==> src/inc/prp_map.svh <==
// Register offsets, field positions, reset values and timing counts of the reset and pin block
`ifndef PRP_MAP_SVH
`define PRP_MAP_SVH

// Register offsets
`define PRP_ADDR_REG_PWR 16'h00D0
`define PRP_ADDR_PIN_CFG 16'h00D4
`define PRP_ADDR_IRQ_STAT 16'h00D8
`define PRP_ADDR_IRQ_MASK 16'h00DC
`define PRP_ADDR_STRAP 16'h00E0
`define PRP_ADDR_STATUS 16'h00E4

// Field positions
`define PRP_BIT_REG_OFF 0
`define PRP_BIT_PIN_IRQ 0
`define PRP_BIT_ST_PD 0
`define PRP_BIT_ST_IRQ 1

// Reset values
`define PRP_RST_REG_PWR 16'h0000
`define PRP_RST_PIN_CFG 16'h0000
`define PRP_RST_ZERO 16'h0000

// Reset pin least low time and clock period in ns
`define PRP_RST_MIN_NS 1000
`define PRP_CLK_NS 25
`define PRP_RST_MIN_CYC ((`PRP_RST_MIN_NS + `PRP_CLK_NS - 1) / `PRP_CLK_NS)

// Cycles held in reset after the pin reads high, covers the strap synchroniser delay
`define PRP_SYNC_SETTLE_CYC 4

`endif

==> src/inc/prp_pkg.sv <==
// Types shared by the reset and pin block
package prp_pkg;

  // Reset sequencer states, one-hot
  typedef enum logic [2:0] {
    PRP_ST_RUN = 3'b001,
    PRP_ST_HOLD = 3'b010,
    PRP_ST_REL = 3'b100
  } prp_state_e;

  typedef logic [15:0] prp_word_t;

endpackage : prp_pkg

==> src/design/prp_sync3.sv <==
// Three-stage pin synchroniser that accepts a change once stages two and three agree
`timescale 1ns/1ps
module prp_sync3 #(
  parameter int W = 1,
  parameter logic [W-1:0] RST_VAL = '0
) (
  input wire logic i_clk_sys,
  input wire logic i_reset,
  input wire logic [W-1:0] i_async,
  output logic [W-1:0] o_sync
);

  logic [W-1:0] s1_ff;
  logic [W-1:0] s2_ff;
  logic [W-1:0] s3_ff;
  logic [W-1:0] q_ff;

  // Synchroniser chain
  always_ff @(posedge i_clk_sys) begin
    if (i_reset) begin
      s1_ff <= RST_VAL;
      s2_ff <= RST_VAL;
      s3_ff <= RST_VAL;
    end else begin
      s1_ff <= i_async;
      s2_ff <= s1_ff;
      s3_ff <= s2_ff;
    end
  end

  // Per bit, take the level once stages two and three agree
  genvar gi;
  generate
    for (gi = 0; gi < W; gi++) begin : g_bit
      always_ff @(posedge i_clk_sys) begin
        if (i_reset) begin
          q_ff[gi] <= RST_VAL[gi];
        end else if (s2_ff[gi] == s3_ff[gi]) begin
          q_ff[gi] <= s3_ff[gi];
        end
      end
    end
  endgenerate

  assign o_sync = q_ff;

endmodule : prp_sync3

==> src/design/prp_top.sv <==
// Device reset sequencer, strap capture, power-down / interrupt pin and regulator control
// Functional notes
// - The reset pin must stay low at least 1 us, after which a full reset sequence runs.
// - A hardware reset returns every internal register to its default value.
// - Each hardware reset also reloads every strap-selected option.
// - A register write picks power-down input or interrupt output for the shared pin, power-down after reset.
// - In power-down role a low level on the shared pin puts the device into power-down.
// - In interrupt role the device pulls the shared pin low on an interrupt, otherwise leaves it undriven.
// - A write to the regulator control register turns the internal regulator off; here only a write with bit PRP_BIT_REG_OFF set does, a 0 there turns it on.
// - Strap pins are sampled while reset is active and set the operating modes.
//
// Design decision made here: strobed register access.
`timescale 1ns/1ps
`include "prp_map.svh"
module prp_top #(
  parameter int N_EVT = 4,
  parameter int N_STRAP = 8,
  parameter int CNT_W = 8
) (
  input wire logic i_clk_sys,
  input wire logic i_reset,
  input wire logic i_hw_rst_in_n,
  input wire logic i_pin_in,
  output logic o_pin_out,
  output logic o_pin_oe,
  input wire logic [N_STRAP-1:0] i_strap,
  input wire logic [N_EVT-1:0] i_irq_event,
  input wire logic [15:0] i_addr,
  input wire prp_pkg::prp_word_t i_wdata,
  input wire logic i_wr,
  input wire logic i_rd,
  output prp_pkg::prp_word_t o_rdata,
  output logic o_irq,
  output logic o_core_rst,
  output logic o_powerdown,
  output logic o_regulator_off,
  output logic [N_STRAP-1:0] o_strap_cfg
);
  import prp_pkg::*;

  localparam logic [CNT_W-1:0] RST_MIN = CNT_W'(`PRP_RST_MIN_CYC);
  localparam int RST_MIN_I = `PRP_RST_MIN_CYC;
  localparam logic [CNT_W-1:0] SETTLE = CNT_W'(`PRP_SYNC_SETTLE_CYC);

  prp_state_e state_ff;
  prp_state_e nxt_state;
  logic [CNT_W-1:0] low_cnt_ff;
  logic [CNT_W-1:0] settle_cnt_ff;
  logic rst_pin_n;
  logic pin_lvl;
  logic [N_STRAP-1:0] strap_sync;
  logic core_rst;
  logic [15:0] reg_pwr_ff;
  logic [15:0] pin_cfg_ff;
  logic [N_EVT-1:0] irq_stat_ff;
  logic [N_EVT-1:0] irq_mask_ff;
  logic [N_STRAP-1:0] strap_ff;
  logic pd_ff;
  prp_word_t rdata_ff;
  prp_word_t nxt_rdata;
  logic pin_irq_mode;
  logic irq_any;
  logic rd_stat;

  // Reset pin, shared pin and straps all come from outside the clock domain
  prp_sync3 #(
    .W(N_STRAP + 2),
    .RST_VAL({{N_STRAP{1'b0}}, 2'b11})
  ) u_sync (
    .i_clk_sys(i_clk_sys),
    .i_reset(i_reset),
    .i_async({i_strap, i_pin_in, i_hw_rst_in_n}),
    .o_sync({strap_sync, pin_lvl, rst_pin_n})
  );

  // Counts how long the reset pin has been low, saturating at the least width
  always_ff @(posedge i_clk_sys) begin
    if (i_reset || rst_pin_n) begin
      low_cnt_ff <= '0;
    end else if (low_cnt_ff != RST_MIN) begin
      low_cnt_ff <= low_cnt_ff + CNT_W'(1);
    end
  end

  // Holds reset a few cycles after the pin reads high, so straps are settled before freezing
  always_ff @(posedge i_clk_sys) begin
    if (i_reset || !rst_pin_n || state_ff != PRP_ST_HOLD) begin
      settle_cnt_ff <= '0;
    end else if (settle_cnt_ff != SETTLE) begin
      settle_cnt_ff <= settle_cnt_ff + CNT_W'(1);
    end
  end

  // Sequencer next state
  always_comb begin
    nxt_state = state_ff;
    unique case (state_ff)
      PRP_ST_RUN: begin
        if (!rst_pin_n && low_cnt_ff == RST_MIN - CNT_W'(1)) begin
          nxt_state = PRP_ST_HOLD;
        end
      end
      PRP_ST_HOLD: begin
        if (rst_pin_n && settle_cnt_ff == SETTLE - CNT_W'(1)) begin
          nxt_state = PRP_ST_REL;
        end
      end
      PRP_ST_REL: begin
        nxt_state = PRP_ST_RUN;
      end
      default: begin
        nxt_state = PRP_ST_HOLD;
      end
    endcase
  end

  // Sequencer state, held in reset by the system reset
  always_ff @(posedge i_clk_sys) begin
    if (i_reset) begin
      state_ff <= PRP_ST_HOLD;
    end else begin
      state_ff <= nxt_state;
    end
  end

  // Core reset stays high from the qualified pin low until one clock after release
  assign core_rst = (state_ff != PRP_ST_RUN);
  assign o_core_rst = core_rst;

  // Straps follow the pins while reset is active and freeze at release
  always_ff @(posedge i_clk_sys) begin
    if (i_reset) begin
      strap_ff <= '0;
    end else if (core_rst) begin
      strap_ff <= strap_sync;
    end
  end
  assign o_strap_cfg = strap_ff;

  // Regulator control register
  always_ff @(posedge i_clk_sys) begin
    if (i_reset || core_rst) begin
      reg_pwr_ff <= `PRP_RST_REG_PWR;
    end else if (i_wr && i_addr == `PRP_ADDR_REG_PWR) begin
      reg_pwr_ff <= i_wdata;
    end
  end
  assign o_regulator_off = reg_pwr_ff[`PRP_BIT_REG_OFF];

  // Pin role register, power-down role by default
  always_ff @(posedge i_clk_sys) begin
    if (i_reset || core_rst) begin
      pin_cfg_ff <= `PRP_RST_PIN_CFG;
    end else if (i_wr && i_addr == `PRP_ADDR_PIN_CFG) begin
      pin_cfg_ff <= i_wdata;
    end
  end
  assign pin_irq_mode = pin_cfg_ff[`PRP_BIT_PIN_IRQ];

  // Interrupt mask register
  always_ff @(posedge i_clk_sys) begin
    if (i_reset || core_rst) begin
      irq_mask_ff <= '0;
    end else if (i_wr && i_addr == `PRP_ADDR_IRQ_MASK) begin
      irq_mask_ff <= i_wdata[N_EVT-1:0];
    end
  end

  // Sticky status bits, a set in the clearing cycle wins
  assign rd_stat = i_rd && (i_addr == `PRP_ADDR_IRQ_STAT);
  genvar gi;
  generate
    for (gi = 0; gi < N_EVT; gi++) begin : g_stat
      always_ff @(posedge i_clk_sys) begin
        if (i_reset || core_rst) begin
          irq_stat_ff[gi] <= 1'b0;
        end else if (i_irq_event[gi]) begin
          irq_stat_ff[gi] <= 1'b1;
        end else if (rd_stat) begin
          irq_stat_ff[gi] <= 1'b0;
        end
      end
    end
  endgenerate

  assign irq_any = |(irq_stat_ff & irq_mask_ff);
  assign o_irq = irq_any;

  // Shared pin as open drain: only ever pulls low, in interrupt role
  assign o_pin_out = 1'b0;
  assign o_pin_oe = pin_irq_mode && irq_any;

  // Power-down request from the shared pin in its input role
  always_ff @(posedge i_clk_sys) begin
    if (i_reset || core_rst) begin
      pd_ff <= 1'b0;
    end else begin
      pd_ff <= !pin_irq_mode && !pin_lvl;
    end
  end
  assign o_powerdown = pd_ff;

  // Read data multiplexer, unmapped offsets read zero
  always_comb begin
    nxt_rdata = `PRP_RST_ZERO;
    unique case (i_addr)
      `PRP_ADDR_REG_PWR: nxt_rdata = reg_pwr_ff;
      `PRP_ADDR_PIN_CFG: nxt_rdata = pin_cfg_ff;
      `PRP_ADDR_IRQ_STAT: nxt_rdata[N_EVT-1:0] = irq_stat_ff;
      `PRP_ADDR_IRQ_MASK: nxt_rdata[N_EVT-1:0] = irq_mask_ff;
      `PRP_ADDR_STRAP: nxt_rdata[N_STRAP-1:0] = strap_ff;
      `PRP_ADDR_STATUS: begin
        nxt_rdata[`PRP_BIT_ST_PD] = pd_ff;
        nxt_rdata[`PRP_BIT_ST_IRQ] = irq_any;
      end
      default: nxt_rdata = `PRP_RST_ZERO;
    endcase
  end

  // Read data stand only in the cycle after the strobe
  always_ff @(posedge i_clk_sys) begin
    if (i_reset) begin
      rdata_ff <= `PRP_RST_ZERO;
    end else if (i_rd) begin
      rdata_ff <= nxt_rdata;
    end else begin
      rdata_ff <= `PRP_RST_ZERO;
    end
  end
  assign o_rdata = rdata_ff;
endmodule : prp_top

==> config.mk <==
export PLATFORM = sky130hd
export DESIGN_NAME = prp_top
export DESIGN_NICKNAME = d
export VERILOG_FILES = /design/src/inc/prp_pkg.sv /design/src/design/prp_sync3.sv /design/src/design/prp_top.sv
export VERILOG_INCLUDE_DIRS = /design/src /design/src/inc
export SDC_FILE = /design/constraint.sdc
export NUM_CORES = 1
export LEC_CHECK = 0
export BUFFER_PORTS_ARGS = -buffer_cell sky130_fd_sc_hd__buf_2
export CAP_MARGIN = 20
export CORE_MARGIN = 3
export CORE_UTILIZATION = 50
export CTS_CLUSTER_DIAMETER = 120
export DETAILED_ROUTE_END_ITERATION = 6
export PLACE_DENSITY = 0.75
export SYNTH_ARGS = -nofsm -noshare
export SYNTH_HDL_FRONTEND = slang
export SYNTH_HIERARCHICAL = 1
export SYNTH_SLANG_ARGS = --single-unit
==> constraint.sdc <==
create_clock -name i_clk_sys -period 1.9 [get_ports i_clk_sys]
set_input_delay 0.285 -clock i_clk_sys [delete_from_list [all_inputs] [get_ports i_clk_sys]]
set_output_delay 0.285 -clock i_clk_sys [all_outputs]
set_load 0.02 [all_outputs]
==> results of run 1 <==
synthesized netlist by cell type (all sizes together) (3+ instances only):
master  instances
nand4b          5
mux2            4
nor3           10
dfxtp         124
o31ai           4
or4             5
nand2          18
nor4           10
clkbuf         18
xor2            9
or2             6
nand3          49
o21ai          47
mux2i          10
ha              4
a31oi           3
a21oi          55
nor2           33
and3            4
buf            16
and2            3
inv            12
a22oi          15
o21bai          3
xnor2           5
nor2b          27
cells by family (layout without fill, tap and decap cells):
family / count (synthesis) / after routing / synth area share, %
muxes: 14 / 14 / 2.97
adders and majority gates: 4 / 4 / 1.02
xor gates and xnor gates: 14 / 14 / 2.51
buffers and inverters: 46 / 164 / 4.64
other: 1 / 1 / 0.0768
and+or+nand+nor: 186 / 186 / 21.9
AOI/OAI and AO/OA: 136 / 136 / 16.0
DFF: 124 / 124 / 50.8
per-stage QoR:
| stage | util, % | area, µm² |
|---|---|---|
| 3_3_place_gp | 59.4 | 5560 |
| 4_1_cts | 67.4 | 6310 |
| 6_report | 67.6 | 6330 |
| 3_5_place_dp | 59.4 | 5560 |
| 2_1_floorplan | - | 4900 |
| 5_1_grt | 67.6 | 6330 |
what timing repair did:
item | 4_1_cts | 5_1_grt
resized for setup | 1 | 5
hold buffers | 12 | 0
endpoints found under the hold margin | 12 | 0
endpoints found under the setup margin | 1 | 3
critical path: cells and delay by family, from the launching register on:
family	cells	cell delay, ns
multiplexers	1	0.22
AO/OA/AOI/OAI	1	0.37
flip-flops	1	0.34
AND/OR/NAND/NOR	2	0.75
area by class of cell:
class / instances / area [µm²]
clock buffer: 19 / 442
timing repair buffer: 121 / 806
clock inverter: 12 / 186
fill: 747 / 3040
multi-input combinational: 355 / 2210
sequential: 124 / 2480
tap: 129 / 161
inverter: 12 / 45.0
power by group:
part	internal [W]	leakage (nW)	switching, W
Clock	0.00220	0.297	0.00115
Sequential	0.00266	1.01	0.0000638
Combinational	0.000171	1.05	0.000190
registers in the layout, summed over array words and instances (netlist names), 10 cells and up:
name / flops
u_sync/s2_ff: 10
o_rdata: 16
u_sync/o_sync: 10
u_sync/s3_ff: 10
u_sync/s1_ff: 10
reg_pwr_ff: 16
pin_cfg_ff: 16
path summary, 6_finish.rpt:
path                                      end  cells past startpoint  slack [ns]
setup / recovery     state_ff[0]$_SDFFE_PP0P_                      4        0.11
hold / removal    irq_stat_ff[1]$_SDFFE_PP0P_                      3        0.02
setup reg to reg     state_ff[0]$_SDFFE_PP0P_                      4        0.11
hold reg to reg    u_sync/s2_ff[0]$_SDFF_PP1_                      1        0.41
layer usage:
metal | routed length [µm] | GRT usage [%]
met1 | 4660 | 25.2
met2 | 6160 | 38.7
met3 | 735 | 5.50
met4 | 155 | 9.84
met5 | 0 | 0
==> impl_results.md, run 1 <==
* Outcome: complete, no violations
* WP data required at 2.29 ns
* Maximum number of pins on one net before global-route repair at 42
* HP Class: input pin to flop
* Worst setup SP type: flop
* Final ANT Viol Nets at 0
* Sequential cell area fraction in the yosys report at 50.8%
* Tot GR Track Use at 22.0%
* Die area at 11000 µm²
* PD cells at 1020 nW/µm²
* Tightest Pin Transition at 0.535 ns
* Nets at 685
* # clock sinks at 124
* Slew HR at 64.0%
* Period minus WS final at 1.79 ns
* Global-route wire length before repair at 19.8 mm
* Synthesized instance count at 525
* Number of global-route vias before repair at 4313
* Hold path start: i_irq_event[1]
* Setup crit end kind: flop
* Final Hold Fails at 0
* Std cell rows at 35
* FF+latch count, synth at 124
* VDD IR max at 0.972 mV
* Layout cell share with drive strength beyond 1 at 25.2%
* Post-Place Cells at 729
* Detailed-route DRC error count at 0
* Starting density of the core at 52.1%
* Crit path max fanout at 4
* # IOs at 80
* Ant diodes at 0
* CTS tree: yes
* Post-Route WL at 11.7 mm
* Area leader, netlist: dfxtp_1
* Kind of critical path: flop to flop
* Post-synth ARST share at 0%
* Static Leak at 2.35 nW
* Number of synthesized flops with an enable pin at 0
* Fin cells at 772
* Synth-to-layout area growth at 29.6%
* Overall power at 0.00645 W
* Period utilization at 94.3%
* Placed wire-length estimate at 7.99 mm
* Root Buffer: clkbuf_8
* Post-CTS Setup Inserts at 0
* TritonCTS Buffers at 17
* Fmax achieved at 558 MHz
* DRT Pass-1 Iters at 5
* RSZ-0062 raised after global routing: false
* Slowest stage cell on the critical path: or4b_2
* Synth Area per Inst at 9.30 µm²
* Vias per cell at 5.51
* Top-area cell type share of the netlist area at 50.8%
* RD Place Congestion at 0.889
* Antenna violations before repair at 0
* Drt first-iter violations at 198
* Commonest non-fill, non-tap cell in the layout: dfxtp_1
* CP Launch Point: low_cnt_ff[4]$_SDFFE_PP0P_
* Critical path cell sequence: or4b_2, o41ai_1, mux2_2, nor3_1
* Arrival time worst endpoint at 2.19 ns
* Max-slew violations at 0
* Most frequent cells in the layout: dfxtp_1, buf_2, a21oi_1
* Worst reg2reg startpoint: low_cnt_ff[4]$_SDFFE_PP0P_
* CTS clk-pin slew, worst paths at 0.06 ns
* Clk_lat worst skew at 0.51 ns
* Core Box Area at 9370 µm²
* Setup TNS at 0 ns
* Pre-CTS setup slack at -0.201 ns
* Synthesized Nets at 579
* DR vias at 4250
* Final setup vio count at 0
* Area contributors post-synth: dfxtp_1, a21oi_1, nand3_1, nor2b_1, o21ai_0
* Die Ht at 105 µm
* Max-cap violations at 0
* Slowest stage delay, CP at 0.71 ns
* GRT overflow at 0
* Unique cell type count in the Yosys netlist at 53
* Mapped cell area at 4880 µm²
* Clock skew at 0.00599 ns
* Chip width at 105 µm
* Hold_ws at 0.0188 ns
* Drt wl/cell at 15.2 µm
* Setup ws final at 0.109 ns
* Top FF cell, synth: dfxtp_1
* Port buffer count at 78
* H-Tree Depth at 4
* Clk buf depth at 2
* Synth warn at 6
(Power assumes the default switching activity.)
==> run 2, diff against run 1 <==
--- a/config.mk
+++ b/config.mk
@@ -6,6 +6,7 @@
 export SDC_FILE = /design/constraint.sdc
 export NUM_CORES = 1
 export LEC_CHECK = 0
+export ABC_AREA = 1
 export BUFFER_PORTS_ARGS = -buffer_cell sky130_fd_sc_hd__buf_2
 export CAP_MARGIN = 20
 export CORE_MARGIN = 3
==> run 2 against run 1 <==
  * Global-route usage is 0.87 points lower
  * Combinational power shrank 13%
  * Sequential share of layout area grew 1.9 points
  * Sequential cell count stayed put
  * Maximum frequency is 4.3% higher
  * Final area fell by 4.6%
  * Total power down 1.8%
  * Sequential power about the same
  * Setup slack improved by 0.073 ns
  * Via count is 1.0% higher
  * Die area is 0.84% lower
  * Largest cell class unchanged
  * Highest routed layer unchanged
==> impl_results.md, run 2 <==
* Outcome: complete, no violations
* Top-area cell type share of the netlist area at 51.3% (+0.46 points)
* Synthesized instance count at 629 (+20%)
* Clock share of power at 52.2% (about the same)
* DRT Pass-1 Iters at 6 (+1)
* Static Leak at 2.50 nW (+6.3%)
* Final setup vio count at 0 (unchanged)
* Hold Path End: pin_cfg_ff[15]$_SDFFE_PP0P_
* Synth-to-layout area growth at 24.8%
* Antenna violations before repair at 0 (unchanged)
* Synth cell count leaders: dfxtp_1, nand2_1, nor2_1
* H-Tree Depth at 4 (unchanged)
* Crit path max fanout at 3 (-1)
* RSZ-0062 raised after global routing: false
* Multi-input gate area at 1900 µm² (-14%)
* Setup TNS at 0 ns (unchanged)
* Layout cell share with drive strength beyond 1 at 18.3% (-6.9 points)
* Reg2Reg Setup Slack at 0.35 ns (+0.24 ns)
* Area contributors post-synth: dfxtp_1, nand2_1, nor2_1, a21oi_1, nand3_1
* Most frequent cells in the layout: dfxtp_1, nand2_1, nor2_1
* Synthesized Nets at 683 (+18%)
* VDD IR max at 0.626 mV (-36%)
* Ant diodes at 0 (unchanged)
* Placed wire-length estimate at 7.41 mm (-7.3%)
* Sequential cell area fraction in the yosys report at 51.3% (+0.46 points)
* PD cells at 1050 nW/µm² (+3.0%)
* Slew HR at 57.0% (-7.0 points)
* Clock skew at 0.0138 ns (+0.00782 ns)
* Final Hold Fails at 0 (unchanged)
* Combinational cell fraction of total power at 5.0% (-0.6 points)
* DR vias at 4293 (+1.0%)
* Sw Pwr at 0.00137 W (-3.0%)
* Synth warn at 6 (unchanged)
* Setup crit end kind: output port
* Core Box Area at 9330 µm² (-0.47%)
* Starting density of the core at 51.9% (-0.22 points)
* Drt first-iter violations at 183 (-7.6%)
* Worst reg2reg startpoint: state_ff[2]$_SDFFE_PP0P_
* Internal Power at 0.00497 W (-1.4%)
* Global-route wire length before repair at 18.9 mm (-4.5%)
* Commonest non-fill, non-tap cell in the layout: dfxtp_1
* FF-to-FF End: reg_pwr_ff[11]$_SDFFE_PP0P_
* Fill count at 770 (+3.1%)
* Arrival time worst endpoint at 1.43 ns (-0.76 ns)
* Kind of critical path: flop to output port
* Unique cell type count in the Yosys netlist at 29 (-45%)
* GRT overflow at 0 (unchanged)
* Cell area after placement at 5280 µm² (-5.1%)
* Storage cell area at 2480 µm² (about the same)
* WP data required at 1.62 ns (-0.67 ns)
* Nets at 778 (+14%)
* Hold path start: i_wdata[15]
* Clk buf depth at 2 (unchanged)
* Std cell rows at 35 (unchanged)
* Period minus WS final at 1.72 ns (-0.0734 ns)
* Post-layout utilization of the core at 64.8% (-2.8 points)
* Fmax achieved at 582 MHz (+4.3%)
* Vias per cell at 4.96 (-10%)
* Mapped cell area at 4840 µm² (-0.90%)
* Synth Area per Inst at 7.69 µm² (-17%)
* Final ANT Viol Nets at 0 (unchanged)
* Top FF cell, synth: dfxtp_1
* Max-cap violations at 0 (unchanged)
* Die area at 10900 µm² (-0.84%)
* Post-route cell area at 6040 µm² (-4.6%)
* CTS tree: yes
* Post-Place Cells at 820 (+12%)
* Pre-CTS setup slack at 0.0919 ns (+0.293 ns)
* Post-synth ARST share at 0% (unchanged)
* Most common cell in the netlist: dfxtp_1
* Tightest Pin Transition at 0.644 ns (+0.109 ns)
* Number of global-route vias before repair at 4186 (-2.9%)
* Sequential Power Share at 42.8% (+0.5 points)
* Fin cells at 866 (+12%)
* # clock sinks at 124 (unchanged)
* TritonCTS Buffers at 17 (unchanged)
* Worst setup SP type: flop
* Root Buffer: clkbuf_8
* Die Ht at 104 µm (-0.42%)
* Cells on Worst Hold Path at 3 (unchanged)
* CTS clk-pin slew, worst paths at 0.06 ns (about the same)
* Maximum number of pins on one net before global-route repair at 38 (-9.5%)
* Area leader, netlist: dfxtp_1
* Drt wl/cell at 12.7 µm (-16%)
* Post-Route WL at 11.0 mm (-5.9%)
* R2R cell count at 5 (+1)
* HP Class: input pin to flop
* Period utilization at 90.4% (-3.9 points)
* Clk_lat worst skew at 0.52 ns (about the same)
* Switching share of power at 21.6% (-0.28 points)
* Max-slew violations at 0 (unchanged)
* Detailed-route DRC error count at 0 (unchanged)
* # IOs at 80 (unchanged)
* FF+latch count, synth at 124 (unchanged)
* Tot GR Track Use at 21.2% (-0.87 points)
* Number of synthesized flops with an enable pin at 0 (unchanged)
* RD Place Congestion at 0.825 (-7.3%)
* Port buffer count at 78 (unchanged)
* Chip width at 104 µm (-0.42%)
* Setup ws final at 0.182 ns (+0.0734 ns)
## run 2: cell types whose count changed after synthesis, moves of 14 or more
cell	before	now
a22oi_1	15	0
clkbuf_1	18	4
inv_1	12	72
nand2_1	18	108
nand3_1	49	65
nor2_1	33	92
nor2b_1	27	0
o21ai_1	17	0
## run 2: how the worst max path moves through the flow
stage	start	to	cells after the start	slack (ns)
finish	irq_stat_ff[2]$_SDFFE_PP0P_	o_pin_oe	4	0.18
global route	irq_stat_ff[0]$_SDFFE_PP0P_	o_pin_oe	4	0.1
CTS	state_ff[2]$_SDFFE_PP0P_	o_core_rst	3	0.18
detailed placement	i_addr[15]	pin_cfg_ff[14]$_SDFFE_PP0P_	9	0.09
global placement	i_addr[15]	reg_pwr_ff[12]$_SDFFE_PP0P_	9	0.16
floorplan	i_addr[15]	irq_stat_ff[0]$_SDFFE_PP0P_	8	0.57
## run 2: metal layers
metal  track usage, %  vias up  share of wire [%]
met5                0        -                  0
met4             8.55        0                1.3
met2             36.6      119                 51
met1             24.6     1982                 42
li1                 -     2178                  -
met3             6.08       14                5.2
## run 2: kinds of logic (layout without fill, tap and decap cells)
| family | Yosys count | after routing | synth area share, % |
|---|---|---|---|
| compound gates | 89 | 89 | 9.20 |
| buf+inv | 100 | 208 | 9.44 |
| flops | 124 | 124 | 51.3 |
| xor+xnor | 9 | 9 | 1.63 |
| other cells | 1 | 1 | 0.0775 |
| fa+ha+maj | 4 | 4 | 1.03 |
| simple gates | 302 | 302 | 27.3 |
## run 2: cell type report
cell class | count | area share, %
Clock buffer | 23 | 8.06
Clock inverter | 9 | 2.22
Inverter | 76 | 4.72
Multi-Input combinational cell | 405 | 31.5
Sequential cell | 124 | 41.1
Tap cell | 129 | 2.67
Timing Repair Buffer | 100 | 9.78
## run 2: worst max-delay path, stage by stage, from the launching register on
cell     delay (ns)
dfxtp_1        0.37
nand2_1        0.07
nand4_1        0.15
and2_1         0.16
buf_2          0.17
## run 2: power groups by stage
stage | Sequential [W] | Clock, W | Combinational [W]
after floorplan | 0.00275 | 0 | 0.000193
after global placement | 0.00276 | 0 | 0.000275
after detailed placement | 0.00276 | 0 | 0.000287
after CTS | 0.00271 | 0.00336 | 0.000312
after global routing | 0.00271 | 0.00350 | 0.000366
final | 0.00271 | 0.00331 | 0.000314
## run 2: through the flow
| step | total power (W) | hold WS, ns |
|---|---|---|
| global placement | 0.00303 | 0.386 |
| detailed placement | 0.00305 | 0.395 |
| global route | 0.00658 | 0.0306 |
| CTS | 0.00638 | 0.0256 |
| floorplan | 0.00295 | 0.354 |
| finish | 0.00633 | 0.0385 |
## run 2: timing repair
action	in CTS	in global routing
hold buffers	14	0
resized for setup	0	0
setup endpoints to repair	0	0
buffers inserted	0	0
endpoints found under the hold margin	14	0
